### src/design/timer8_pkg.sv
package timer8_pkg;

    // Register byte offsets on the APB bus
    localparam logic [7:0] OFF_CTRL    = 8'h00;
    localparam logic [7:0] OFF_COUNT   = 8'h04;
    localparam logic [7:0] OFF_COMPARE = 8'h08;
    localparam logic [7:0] OFF_FLAGS   = 8'h0C;
    localparam logic [7:0] OFF_IRQ_EN  = 8'h10;
    localparam logic [7:0] OFF_PORT    = 8'h14;

    // Field positions
    localparam int CTRL_FORCE_BIT = 9;
    localparam int FLAG_CMP_BIT   = 0;
    localparam int FLAG_OVF_BIT   = 1;
    localparam int EN_CMP_BIT     = 0;
    localparam int EN_OVF_BIT     = 1;
    localparam int PORT_VAL_BIT   = 0;
    localparam int PORT_DIR_BIT   = 1;

    // Counter landmarks and reset values
    localparam logic [7:0] CNT_BOTTOM = 8'h00;
    localparam logic [7:0] CNT_MAX    = 8'hFF;
    localparam logic [7:0] CNT_ONE    = 8'h01;
    localparam logic [2:0] CS_STOP    = 3'h0;

    // Waveform mode encodings
    localparam logic [1:0] WGM_NORMAL = 2'h0;
    localparam logic [1:0] WGM_PCPWM  = 2'h1;
    localparam logic [1:0] WGM_CTC    = 2'h2;
    localparam logic [1:0] WGM_FAST   = 2'h3;

    // Compare output mode encodings
    localparam logic [1:0] COM_OFF    = 2'h0;
    localparam logic [1:0] COM_TOGGLE = 2'h1;
    localparam logic [1:0] COM_CLEAR  = 2'h2;
    localparam logic [1:0] COM_SET    = 2'h3;

    // Control register layout, bits 8:0
    typedef struct packed {
        logic       async_clock_select;
        logic       spare;                      // Bit 7, no function
        logic [1:0] compare_output_mode_field;
        logic [1:0] waveform_mode_field;
        logic [2:0] clock_select_field;
    } ctrl_s;

    localparam ctrl_s CTRL_RESET = '0;

    // Count direction, one-hot
    typedef enum logic [1:0] {
        DIR_UP   = 2'b01,
        DIR_DOWN = 2'b10
    } dir_e;

endpackage

### src/design/timer8.sv
// Implementation choices: the register offsets and the APB slave port.
`timescale 1ns/1ps
// Behaviour
// - Timer tick follows pclk by default, crystal pin edges when async select is one.
// - Clock select zero stops the counter: no count, no clear.
// - Software can read and write the count at all times.
// - A count write beats any clear or step in the same cycle.
// - Count sequence and overflow timing depend on the waveform mode field and, in clear-on-match mode, the compare value.
// - Count equal to compare sets the compare flag on the next tick.
// - Compare flag with enable requests interrupt; cleared by acknowledge or write one.
// - Compare value is double buffered in PWM modes, updated at top; direct otherwise.
// - Compare writes reach the buffer when buffered, the active value otherwise.
// - Force strobe in non-PWM modes acts on output only, no flag, no counter change.
// - Any count write suppresses compare matches on the next tick, even stopped.
// - Internal compare output keeps its value across waveform mode changes.
// - Compare output mode is not buffered; new value governs the next match.
// - Nonzero output mode puts compare output on the pin; direction stays the port's.
// - Output mode zero leaves the compare output unchanged on matches.
// - Non-PWM: set, clear or toggle on match; PWM: inverted or non-inverted output.
// - Normal mode only increments and wraps from FF to 00.
// - Normal mode sets overflow as count becomes zero; acknowledge clears it.
// - Normal mode accepts a new count at any time.
// - Compare output can be set before the pin driver is enabled.
// - Clear-on-match mode clears the count when it equals the compare value.
// - Fast PWM counts zero to FF, then restarts from zero.
// - Phase-correct PWM counts up to FF, then back down to zero.
module timer8
    import timer8_pkg::*;
#(
    parameter int ADDR_W = 8
) (
    // Clock and reset
    input  wire logic              pclk,
    input  wire logic              presetn,
    // APB slave
    input  wire logic              psel,
    input  wire logic              penable,
    input  wire logic              pwrite,
    input  wire logic [ADDR_W-1:0] paddr,
    input  wire logic [31:0]       pwdata,
    output logic      [31:0]       prdata,
    output logic                   pready,
    output logic                   pslverr,
    // Crystal oscillator input
    input  wire logic              crystal_in_pin,
    // Interrupt requests and acknowledges
    input  wire logic              compare_irq_ack,
    input  wire logic              overflow_irq_ack,
    output logic                   compare_irq,
    output logic                   overflow_irq,
    // Compare output pin driver
    output logic                   compare_output_pin,
    output logic                   compare_output_pin_oe
);

    // Registers
    ctrl_s       ctrl_ff;
    dir_e        dir_ff;
    logic [7:0]  count_value_ff;
    logic [7:0]  compare_value_ff;
    logic [7:0]  compare_buf_ff;
    logic        compare_flag_ff;
    logic        overflow_flag_ff;
    logic        compare_irq_enable_ff;
    logic        overflow_irq_enable_ff;
    logic        port_val_ff;
    logic        pin_direction_bit_ff;
    logic        compare_output_ff;
    logic        block_ff;
    logic        xtal_meta_ff;
    logic        xtal_sync_ff;
    logic        xtal_prev_ff;
    logic [31:0] prdata_ff;
    logic        pready_ff;
    logic        pslverr_ff;
    logic        compare_irq_ff;
    logic        overflow_irq_ff;
    logic        pin_out_ff;
    logic        pin_oe_ff;

    // Bus decode
    wire         setup     = psel & ~penable;
    wire         access    = psel & penable & pready_ff;
    wire         wr        = access & pwrite;
    wire         hit_ctrl  = paddr == ADDR_W'(OFF_CTRL);
    wire         hit_count = paddr == ADDR_W'(OFF_COUNT);
    wire         hit_cmp   = paddr == ADDR_W'(OFF_COMPARE);
    wire         hit_flags = paddr == ADDR_W'(OFF_FLAGS);
    wire         hit_en    = paddr == ADDR_W'(OFF_IRQ_EN);
    wire         hit_port  = paddr == ADDR_W'(OFF_PORT);
    wire         mapped    = hit_ctrl | hit_count | hit_cmp | hit_flags | hit_en | hit_port;
    wire         wr_ctrl   = wr & hit_ctrl;
    wire         wr_count  = wr & hit_count;
    wire         wr_cmp    = wr & hit_cmp;
    wire         wr_flags  = wr & hit_flags;
    wire         wr_en     = wr & hit_en;
    wire         wr_port   = wr & hit_port;

    // Mode decode
    wire [1:0]   wgm       = ctrl_ff.waveform_mode_field;
    wire [1:0]   com       = ctrl_ff.compare_output_mode_field;
    wire         pwm       = (wgm == WGM_PCPWM) | (wgm == WGM_FAST);
    wire         at_max    = count_value_ff == CNT_MAX;
    wire         at_zero   = count_value_ff == CNT_BOTTOM;
    wire         match     = count_value_ff == compare_value_ff;

    // Timer tick source
    wire         xtal_rise = xtal_sync_ff & ~xtal_prev_ff;
    wire         src_tick  = ctrl_ff.async_clock_select ? xtal_rise : 1'b1;
    wire         tick      = (ctrl_ff.clock_select_field != CS_STOP) & src_tick;

    // Counter step per waveform mode
    wire         go_down   = (wgm == WGM_PCPWM) & (at_max | ((dir_ff == DIR_DOWN) & ~at_zero));
    wire [7:0]   cnt_inc   = 8'(count_value_ff + CNT_ONE);
    wire [7:0]   cnt_dec   = 8'(count_value_ff - CNT_ONE);
    wire         ctc_clear = (wgm == WGM_CTC) & match;
    wire [7:0]   cnt_step  = ctc_clear ? CNT_BOTTOM : (go_down ? cnt_dec : cnt_inc);
    wire [7:0]   nxt_count_value = wr_count ? pwdata[7:0] : (tick ? cnt_step : count_value_ff);

    // Events of one timer tick
    wire         match_ev  = tick & match & ~block_ff;
    wire         top_ev    = tick & at_max;
    wire         bottom_pc = go_down & (count_value_ff == CNT_ONE);
    wire         ovf_ev    = tick & ~wr_count & ((wgm == WGM_PCPWM) ? bottom_pc : at_max);
    wire ctrl_s  ctrl_wr   = ctrl_s'(pwdata[8:0]);
    wire [1:0]   wgm_wr    = ctrl_wr.waveform_mode_field;
    wire         pwm_wr    = (wgm_wr == WGM_PCPWM) | (wgm_wr == WGM_FAST);
    wire         force_hit = wr_ctrl & pwdata[CTRL_FORCE_BIT] & ~pwm_wr;

    // Flags, set wins over clear
    wire         nxt_compare_flag  = match_ev | (compare_flag_ff & ~compare_irq_ack
                                     & ~(wr_flags & pwdata[FLAG_CMP_BIT]));
    wire         nxt_overflow_flag = ovf_ev | (overflow_flag_ff & ~overflow_irq_ack
                                     & ~(wr_flags & pwdata[FLAG_OVF_BIT]));

    // Compare output action
    function automatic logic oc_action(input logic [1:0] mode, input logic cur);
        case (mode)
            COM_TOGGLE: oc_action = ~cur;
            COM_CLEAR:  oc_action = 1'b0;
            COM_SET:    oc_action = 1'b1;
            default:    oc_action = cur;
        endcase
    endfunction

    logic nxt_compare_output;

    // Waveform generator
    always_comb begin
        nxt_compare_output = compare_output_ff;
        case (wgm)
            WGM_NORMAL, WGM_CTC: begin
                if (match_ev) begin
                    nxt_compare_output = oc_action(com, compare_output_ff);
                end
            end
            WGM_FAST: begin
                if (match_ev) begin
                    nxt_compare_output = oc_action(com, compare_output_ff);
                end else if (top_ev & com[1]) begin
                    nxt_compare_output = ~com[0];
                end
            end
            WGM_PCPWM: begin
                if (match_ev & com[1]) begin
                    nxt_compare_output = com[0] ^ go_down;
                end
            end
            default: nxt_compare_output = compare_output_ff;
        endcase
        // Force acts with the output mode written alongside it
        if (force_hit) begin
            nxt_compare_output = oc_action(ctrl_wr.compare_output_mode_field, compare_output_ff);
        end
    end

    // Read data
    wire [31:0]  rd_ctrl  = {23'h0, ctrl_ff};
    wire [7:0]   rd_cmp   = pwm ? compare_buf_ff : compare_value_ff;
    wire [31:0]  rd_data  = hit_ctrl  ? rd_ctrl :
                            hit_count ? {24'h0, count_value_ff} :
                            hit_cmp   ? {24'h0, rd_cmp} :
                            hit_flags ? {30'h0, overflow_flag_ff, compare_flag_ff} :
                            hit_en    ? {30'h0, overflow_irq_enable_ff, compare_irq_enable_ff} :
                            hit_port  ? {30'h0, pin_direction_bit_ff, port_val_ff} : 32'h0;

    // Crystal synchroniser and edge detect
    always_ff @(posedge pclk or negedge presetn) begin
        if (!presetn) begin
            xtal_meta_ff <= 1'b0;
            xtal_sync_ff <= 1'b0;
            xtal_prev_ff <= 1'b0;
        end else begin
            xtal_meta_ff <= crystal_in_pin;
            xtal_sync_ff <= xtal_meta_ff;
            xtal_prev_ff <= xtal_sync_ff;
        end
    end

    // APB response
    always_ff @(posedge pclk or negedge presetn) begin
        if (!presetn) begin
            pready_ff  <= 1'b0;
            pslverr_ff <= 1'b0;
            prdata_ff  <= 32'h0;
        end else begin
            pready_ff  <= setup;
            pslverr_ff <= setup & ~mapped;
            if (setup & ~pwrite) begin
                prdata_ff <= rd_data;
            end
        end
    end

    // Control and configuration
    always_ff @(posedge pclk or negedge presetn) begin
        if (!presetn) begin
            ctrl_ff                <= CTRL_RESET;
            compare_irq_enable_ff  <= 1'b0;
            overflow_irq_enable_ff <= 1'b0;
            port_val_ff            <= 1'b0;
            pin_direction_bit_ff   <= 1'b0;
        end else begin
            if (wr_ctrl) begin
                ctrl_ff <= ctrl_wr;
            end
            if (wr_en) begin
                compare_irq_enable_ff  <= pwdata[EN_CMP_BIT];
                overflow_irq_enable_ff <= pwdata[EN_OVF_BIT];
            end
            if (wr_port) begin
                port_val_ff          <= pwdata[PORT_VAL_BIT];
                pin_direction_bit_ff <= pwdata[PORT_DIR_BIT];
            end
        end
    end

    // Compare value, buffer and active copy
    always_ff @(posedge pclk or negedge presetn) begin
        if (!presetn) begin
            compare_buf_ff   <= 8'h00;
            compare_value_ff <= 8'h00;
        end else begin
            if (wr_cmp) begin
                compare_buf_ff <= pwdata[7:0];
            end
            if (wr_cmp & ~pwm) begin
                compare_value_ff <= pwdata[7:0];
            end else if (pwm & top_ev) begin
                compare_value_ff <= compare_buf_ff;
            end
        end
    end

    // Counter, direction and match blocking
    always_ff @(posedge pclk or negedge presetn) begin
        if (!presetn) begin
            count_value_ff <= 8'h00;
            dir_ff         <= DIR_UP;
            block_ff       <= 1'b0;
        end else begin
            count_value_ff <= nxt_count_value;
            if (tick) begin
                dir_ff <= go_down ? DIR_DOWN : DIR_UP;
            end
            block_ff <= wr_count | (block_ff & ~tick);
        end
    end

    // Flags, compare output and registered outputs
    always_ff @(posedge pclk or negedge presetn) begin
        if (!presetn) begin
            compare_flag_ff   <= 1'b0;
            overflow_flag_ff  <= 1'b0;
            compare_output_ff <= 1'b0;
            compare_irq_ff    <= 1'b0;
            overflow_irq_ff   <= 1'b0;
            pin_out_ff        <= 1'b0;
            pin_oe_ff         <= 1'b0;
        end else begin
            compare_flag_ff   <= nxt_compare_flag;
            overflow_flag_ff  <= nxt_overflow_flag;
            compare_output_ff <= nxt_compare_output;
            compare_irq_ff    <= nxt_compare_flag & compare_irq_enable_ff;
            overflow_irq_ff   <= nxt_overflow_flag & overflow_irq_enable_ff;
            pin_out_ff        <= (com != COM_OFF) ? compare_output_ff : port_val_ff;
            pin_oe_ff         <= pin_direction_bit_ff;
        end
    end

    // Output drive
    assign prdata                = prdata_ff;
    assign pready                = pready_ff;
    assign pslverr               = pslverr_ff;
    assign compare_irq           = compare_irq_ff;
    assign overflow_irq          = overflow_irq_ff;
    assign compare_output_pin    = pin_out_ff;
    assign compare_output_pin_oe = pin_oe_ff;
endmodule

### config.mk
export PLATFORM = sky130hd
export DESIGN_NAME = timer8
export DESIGN_NICKNAME = d
export VERILOG_FILES = /design/src/design/timer8_pkg.sv /design/src/design/timer8.sv
export SDC_FILE = /design/constraint.sdc
export NUM_CORES = 1
export LEC_CHECK = 0
export BUFFER_PORTS_ARGS = -buffer_cell sky130_fd_sc_hd__buf_4
export CORE_ASPECT_RATIO = 1.2
export CORE_MARGIN = 4
export CORE_UTILIZATION = 54
export DETAILED_ROUTE_END_ITERATION = 8
export HOLD_SLACK_MARGIN = 0.02
export MAX_ROUTING_LAYER = met4
export PLACE_DENSITY = 0.83
export RECOVER_POWER = 50
export SYNTH_ARGS = -nofsm -noshare
export SYNTH_HDL_FRONTEND = slang
export SYNTH_SLANG_ARGS = --single-unit
export TNS_END_PERCENT = 5
### constraint.sdc
create_clock -name pclk -period 2.4 [get_ports pclk]
set_input_delay 0.12 -clock pclk [delete_from_list [all_inputs] [get_ports pclk]]
set_output_delay 0.12 -clock pclk [all_outputs]
set_load 0.05 [all_outputs]
======== After elaboration in Yosys (flattened, before gate mapping) ========
Index checks and enable logic that the tools add are counted.
word-level totals
  bits in registers ....................... 84
  word-level logic and storage cells ...... 153
cells by class
  $add $sub $neg .......................... 2
  equality and inequality tests ........... 24
  multiplexer cells ....................... 25
  bitwise logic cells ..................... 66
  reduce and logical (&&, ||, !) cells .... 9
operators with widths
  kind                                               number
  2-to-1 mux 8 bit                                   9
  bitwise AND 1 bit                                  38
  == test 2 bit (second input constant)              8
  == test 8 x 4 -> 1 bit (second input constant)     2
  == test 8 x 5 -> 1 bit (second input constant)     2
  zero test 8 bit                                    2
  NOT 1 bit                                          16
  bitwise OR 1 bit                                   11
  2-to-1 mux 9 bit                                   1
  one-hot mux 1 bit (3 select lines)                 3
  adder 8 x 1 -> 8 bit (second input constant)       1
  == test 2 x 1 -> 1 bit (second input constant)     4
  == test 8 x 1 -> 1 bit (second input constant)     1
  == test 8 x 3 -> 1 bit (second input constant)     1
  == test 8 bit                                      1
  == test 8 bit (second input constant)              1
  2-to-1 mux 1 bit                                   8
  2-to-1 mux 2 bit                                   4
  subtractor 8 x 1 -> 8 bit (second input constant)  1
  nonzero test 2 bit                                 3
  != test 4 x 1 -> 1 bit (second input constant)     1
  != test 4 x 3 -> 1 bit (second input constant)     1
  AND reduction 4 bit                                1
  != test 3 x 2 -> 1 bit (second input constant)     1
  5 further kinds                                    5

======== Longest topological paths before layout ========
  depth in word-level cells ............... 10
  depth in mapped cells ................... 8
  mapped depth without buffers ............ 7

======== Least setup slack after synthesis ========
No wires, ideal clock.
  kind .................................... reg2reg
  from .................................... register count_value_ff[0]
  to ...................................... register count_value_ff[4]
  library setup time ...................... 126 ps
  arrival time ............................ 2076 ps
  required time ........................... 2274 ps
  path slack .............................. 198 ps
  cell stages (with the launch flop) ...... 9
  buffers on the path ..................... 1
  period minus slack after synthesis ...... 2202 ps
  cell sequence ........................... dfrtp_1 clkbuf_1 inv_1 ha_1 a311oi_2 o21a_1 nand3_1 a31o_1 a221o_1
between the ends
  cells in the longest elaborated chain, start to end .. 9
  elaborated cells between the ends (all ways) .. 14
  classes of those cells .................. add/sub (2); eq/ne (2); mux (4); bitwise (5); reduce/logical (1)
ends and longest elaborated chain
  what                                                          RTL line       text
  start, declared                                               timer8.sv:59   logic [7:0] count_value_ff;
  start signal, assigned                                        timer8.sv:262  count_value_ff <= nxt_count_value;
  branches (longest 6 deep; another with adder 8 x 1 -> 8 bit)  n/a
  2-to-1 mux 8 bit (*)                                          timer8.sv:117  wire [7:0] cnt_step = ctc_clear ? CNT_BOTTOM : (go_down ? cnt_dec : cnt_inc);
  2-to-1 mux 8 bit (*) (2 in a row)                             timer8.sv:118  wire [7:0] nxt_count_value = wr_count ? pwdata[7:0] : (tick ? cnt_step : count_value_ff);
Mark *: on every way between the ends. The select of a mux whose other input is x is not followed.
A chain may end at the register's enable or synchronous reset.

======== Worst setup path after layout ========
  from .................................... register count_value_ff[4]
  to ...................................... register count_value_ff[4]
The elaborated chain is that of the path after synthesis.

==> results.toml <==
[cts]
htreeDepth = 3
clk_path_buf_depth = 2
numCtsBuffers = 9
cts_tree = "built"
root_buffer = "clkbuf_8"
post_cts_buffers = 0
clk_pin_slew_ns = 0.06
clock_sinks = 61
clk_latency_ns = 0.34

[logic_synthesis]
syn_inst = 362
yosys_register_bits = 61
ys_warn_count = 0
synthFlopType = "dfrtp_1"
synth_edf_count = 0
syn_area_per_cell_um2 = 9.93
syn_area_um2 = 3600
synth-async-reset-ratio_pct = 100
ys_types = 62
ys_seq_area_share_pct = 42.5

[floorplanning]
die-area_um2 = 8030
top_level_ports = 86
core_area_um2 = 6450
rows = 32
initial_core_util_pct = 55.8
die_w_um = 82.5
fp.dieH_um = 97.4

[timing]
max_freq_mhz = 437
fin_hold_ws_ns = 0.0378
max_slew.worst_pin.slew_ns = 1.48
maxSlewHeadroom_pct = 1.63
fin_crit_sh_pct = 95.3
drv_slew = 0
min_period_ns = 2.29
skew_ns = 0.00939
rsz0062_at_grt = "false"
hold_violations = 0
finalSetupViolations = 0
fin_setup_tns_ns = 0

[layout]
area_growth_pct = 16.2
layout.cells.non_filler = 507
finalNetCount = 470
final_common_cell = "dfrtp_1"
most-common-layout-cells = "60 x dfrtp_1, 53 x buf_4, 37 x nand2_1, 23 x conb_1, 22 x mux2i_1"
antenna-diode-count = 0
drive_gt1_share_pct = 21.6

[worst_setup_path]
cp.arrival_ns = 2.51
startpoint = "count_value_ff[4]"
cp.required_ns = 2.62
path_delay_family = "compound AO/OA/AOI/OAI gates"
slowest_delay_ns = 0.43
reg2regPathDepth = 6
cp-end-kind = "flip-flop"
cp-start-kind = "flip-flop"
regToRegSetupSlack_ns = 0.11
regToRegStartpoint = "count_value_ff[4]"
worstPathCellList = "nor4_2 -> a311oi_2 -> o21ai_1 -> nand3_1 -> a31o_1 -> a221o_1"
cp-endpoint = "count_value_ff[4]"
rr_endpoint = "count_value_ff[4]"
crit_cells = 6
critPathMaxFanout = 5
cp_slowest_cell = "dfrtp_1"
crit_type = "reg -> reg"
path_buf_inv = 0

[placed_design]
placed_cells = 488
dp_hpwl_um = 6440
finalWeightedCongestion = 0.928
port_buffers = 40

[routing]
drt-vias-per-instance = 5.85
wl_per_cell_um = 17.1
vias = 2966
drc = 0
routed_wl_um = 8650
firstDrtPassIters = 5
drt-initial-drc-count = 284
drtAntennaViolNets = 0

[flow_run]
cap_violations = 0

[global_routing]
grt_pass1_vias = 2839
grtUsageMet3_pct = 6.12
antenna_found_initial = 0
met2_usage_pct = 35.3
grt-busiest-layer = "met2"
grt_pass1_wl_um = 13700
grt_max_degree = 62
track_usage_pct = 23.3
grt_use_met1_pct = 29.1
grt-ovfl-total = 0

[worst_hold_path]
min_path_type = "in -> reg"

[pwr]
peakVddDrop_mv = 0.408
cellPowerDensity_nw_per_um2 = 551
leakage_nw = 2.05

[run_status]
status = "finished clean"
-- worst reg2reg max path: cells and delay by family, from the launching register on --
family / cells / cell delay (ns)
DFF: 1 / 0.43
AOI/OAI and AO/OA: 4 / 1.15
and+or+nand+nor: 2 / 0.59
-- where the power goes --
group          internal, mW  switching [mW]  leakage, nW
clock network         0.453           0.378       0.0926
registers              1.06          0.0285        0.768
logic                 0.131           0.254         1.19
total                  1.64           0.661         2.05
-- routing by layer --
layer | vias up | wire [um]
met4 | 0 | 265
met3 | 26 | 712
met5 | - | 0
met2 | 150 | 4230
li1 | 1377 | -
met1 | 1413 | 3430
-- sequential cells by signal (all words and copies together) (netlist names), 2 cells and up --
name and count:
dir_ff 2, com 2, wgm 2, ctrl_ff 5, prdata 9, compare_value_ff 8, count_value_ff 8, compare_buf_ff 8
-- through the flow --
step           power (mW)  utilization [%]  cell area [um2]  worst slack (ns)
2_1_floorplan        1.36                -             3680             0.198
3_3_place_gp         1.47             61.8             3990             0.206
3_5_place_dp         1.48             61.8             3990             0.157
4_1_cts              2.32             65.2             4200             0.137
5_1_grt              2.40             64.8             4180            0.0265
6_report             2.30             64.8             4180             0.113
-- synth_stat cells, types with 3 or more instances --
library cell / instances / share of area [%]
dfrtp_1: 60 / 42
nand2_1: 37 / 3.9
buf_4: 24 / 5.0
mux2i_1: 22 / 6.1
nor2_1: 15 / 1.6
nand3_1: 12 / 1.7
a21oi_1: 10 / 1.4
inv_1: 10 / 1.0
mux2_1: 10 / 3.1
mux2_2: 10 / 3.1
o21ai_1: 10 / 1.4
xnor2_1: 10 / 2.4
nand2b_1: 9 / 1.6
o21ai_0: 9 / 1.3
nor3_1: 8 / 1.1
o22ai_1: 8 / 1.4
and4_1: 7 / 1.7
buf_2: 7 / 0.97
clkbuf_1: 7 / 0.73
a21o_1: 6 / 1.3
nand4_1: 6 / 1.0
a221o_1: 4 / 1.1
buf_1: 4 / 0.42
ha_1: 4 / 1.4
a22oi_1: 3 / 0.63
a31oi_1: 3 / 0.52
and2_1: 3 / 0.52
and3_1: 3 / 0.52
-- final cells by class --
| type | instances | area, um2 |
|---|---|---|
| clock buffers | 14 | 173 |
| clock inverters | 1 | 5.00 |
| fillers | 520 | 2270 |
| inverters | 10 | 37.5 |
| multi-input cells | 271 | 1860 |
| flip-flops and latches | 61 | 1530 |
| well taps | 85 | 106 |
| repair buffers | 65 | 473 |
-- kinds of logic (layout without fill, tap and decap cells) --
family,count (synthesis),in the layout,share of synthesized area (%)
simple gates,115,115,17.8
compound gates,76,76,14.6
flops,61,61,42.5
buf+inv,52,90,8.18
mux,43,43,13.0
xor+xnor,10,10,2.44
fa+ha+maj,4,4,1.39
other cells,1,23,0.104
-- what timing repair did --
item | CTS | global route
setup endpoints to repair | 0 | 0
hold endpoints to repair | 64 | 0
hold buffers | 4 | 0
resized for setup | 0 | 0
-- how the worst min path moves through the flow --
stage / from / to / cells after the start
after floorplan: presetn / block_ff / 0
after global placement: crystal_in_pin / xtal_meta_ff / 1
after detailed placement: crystal_in_pin / xtal_meta_ff / 1
after CTS: pwdata[4] / wgm[1] / 2
after global routing: pwdata[6] / compare_value_ff[6] / 3
final: pwdata[4] / wgm[1] / 2
(Power assumes the default switching activity.)
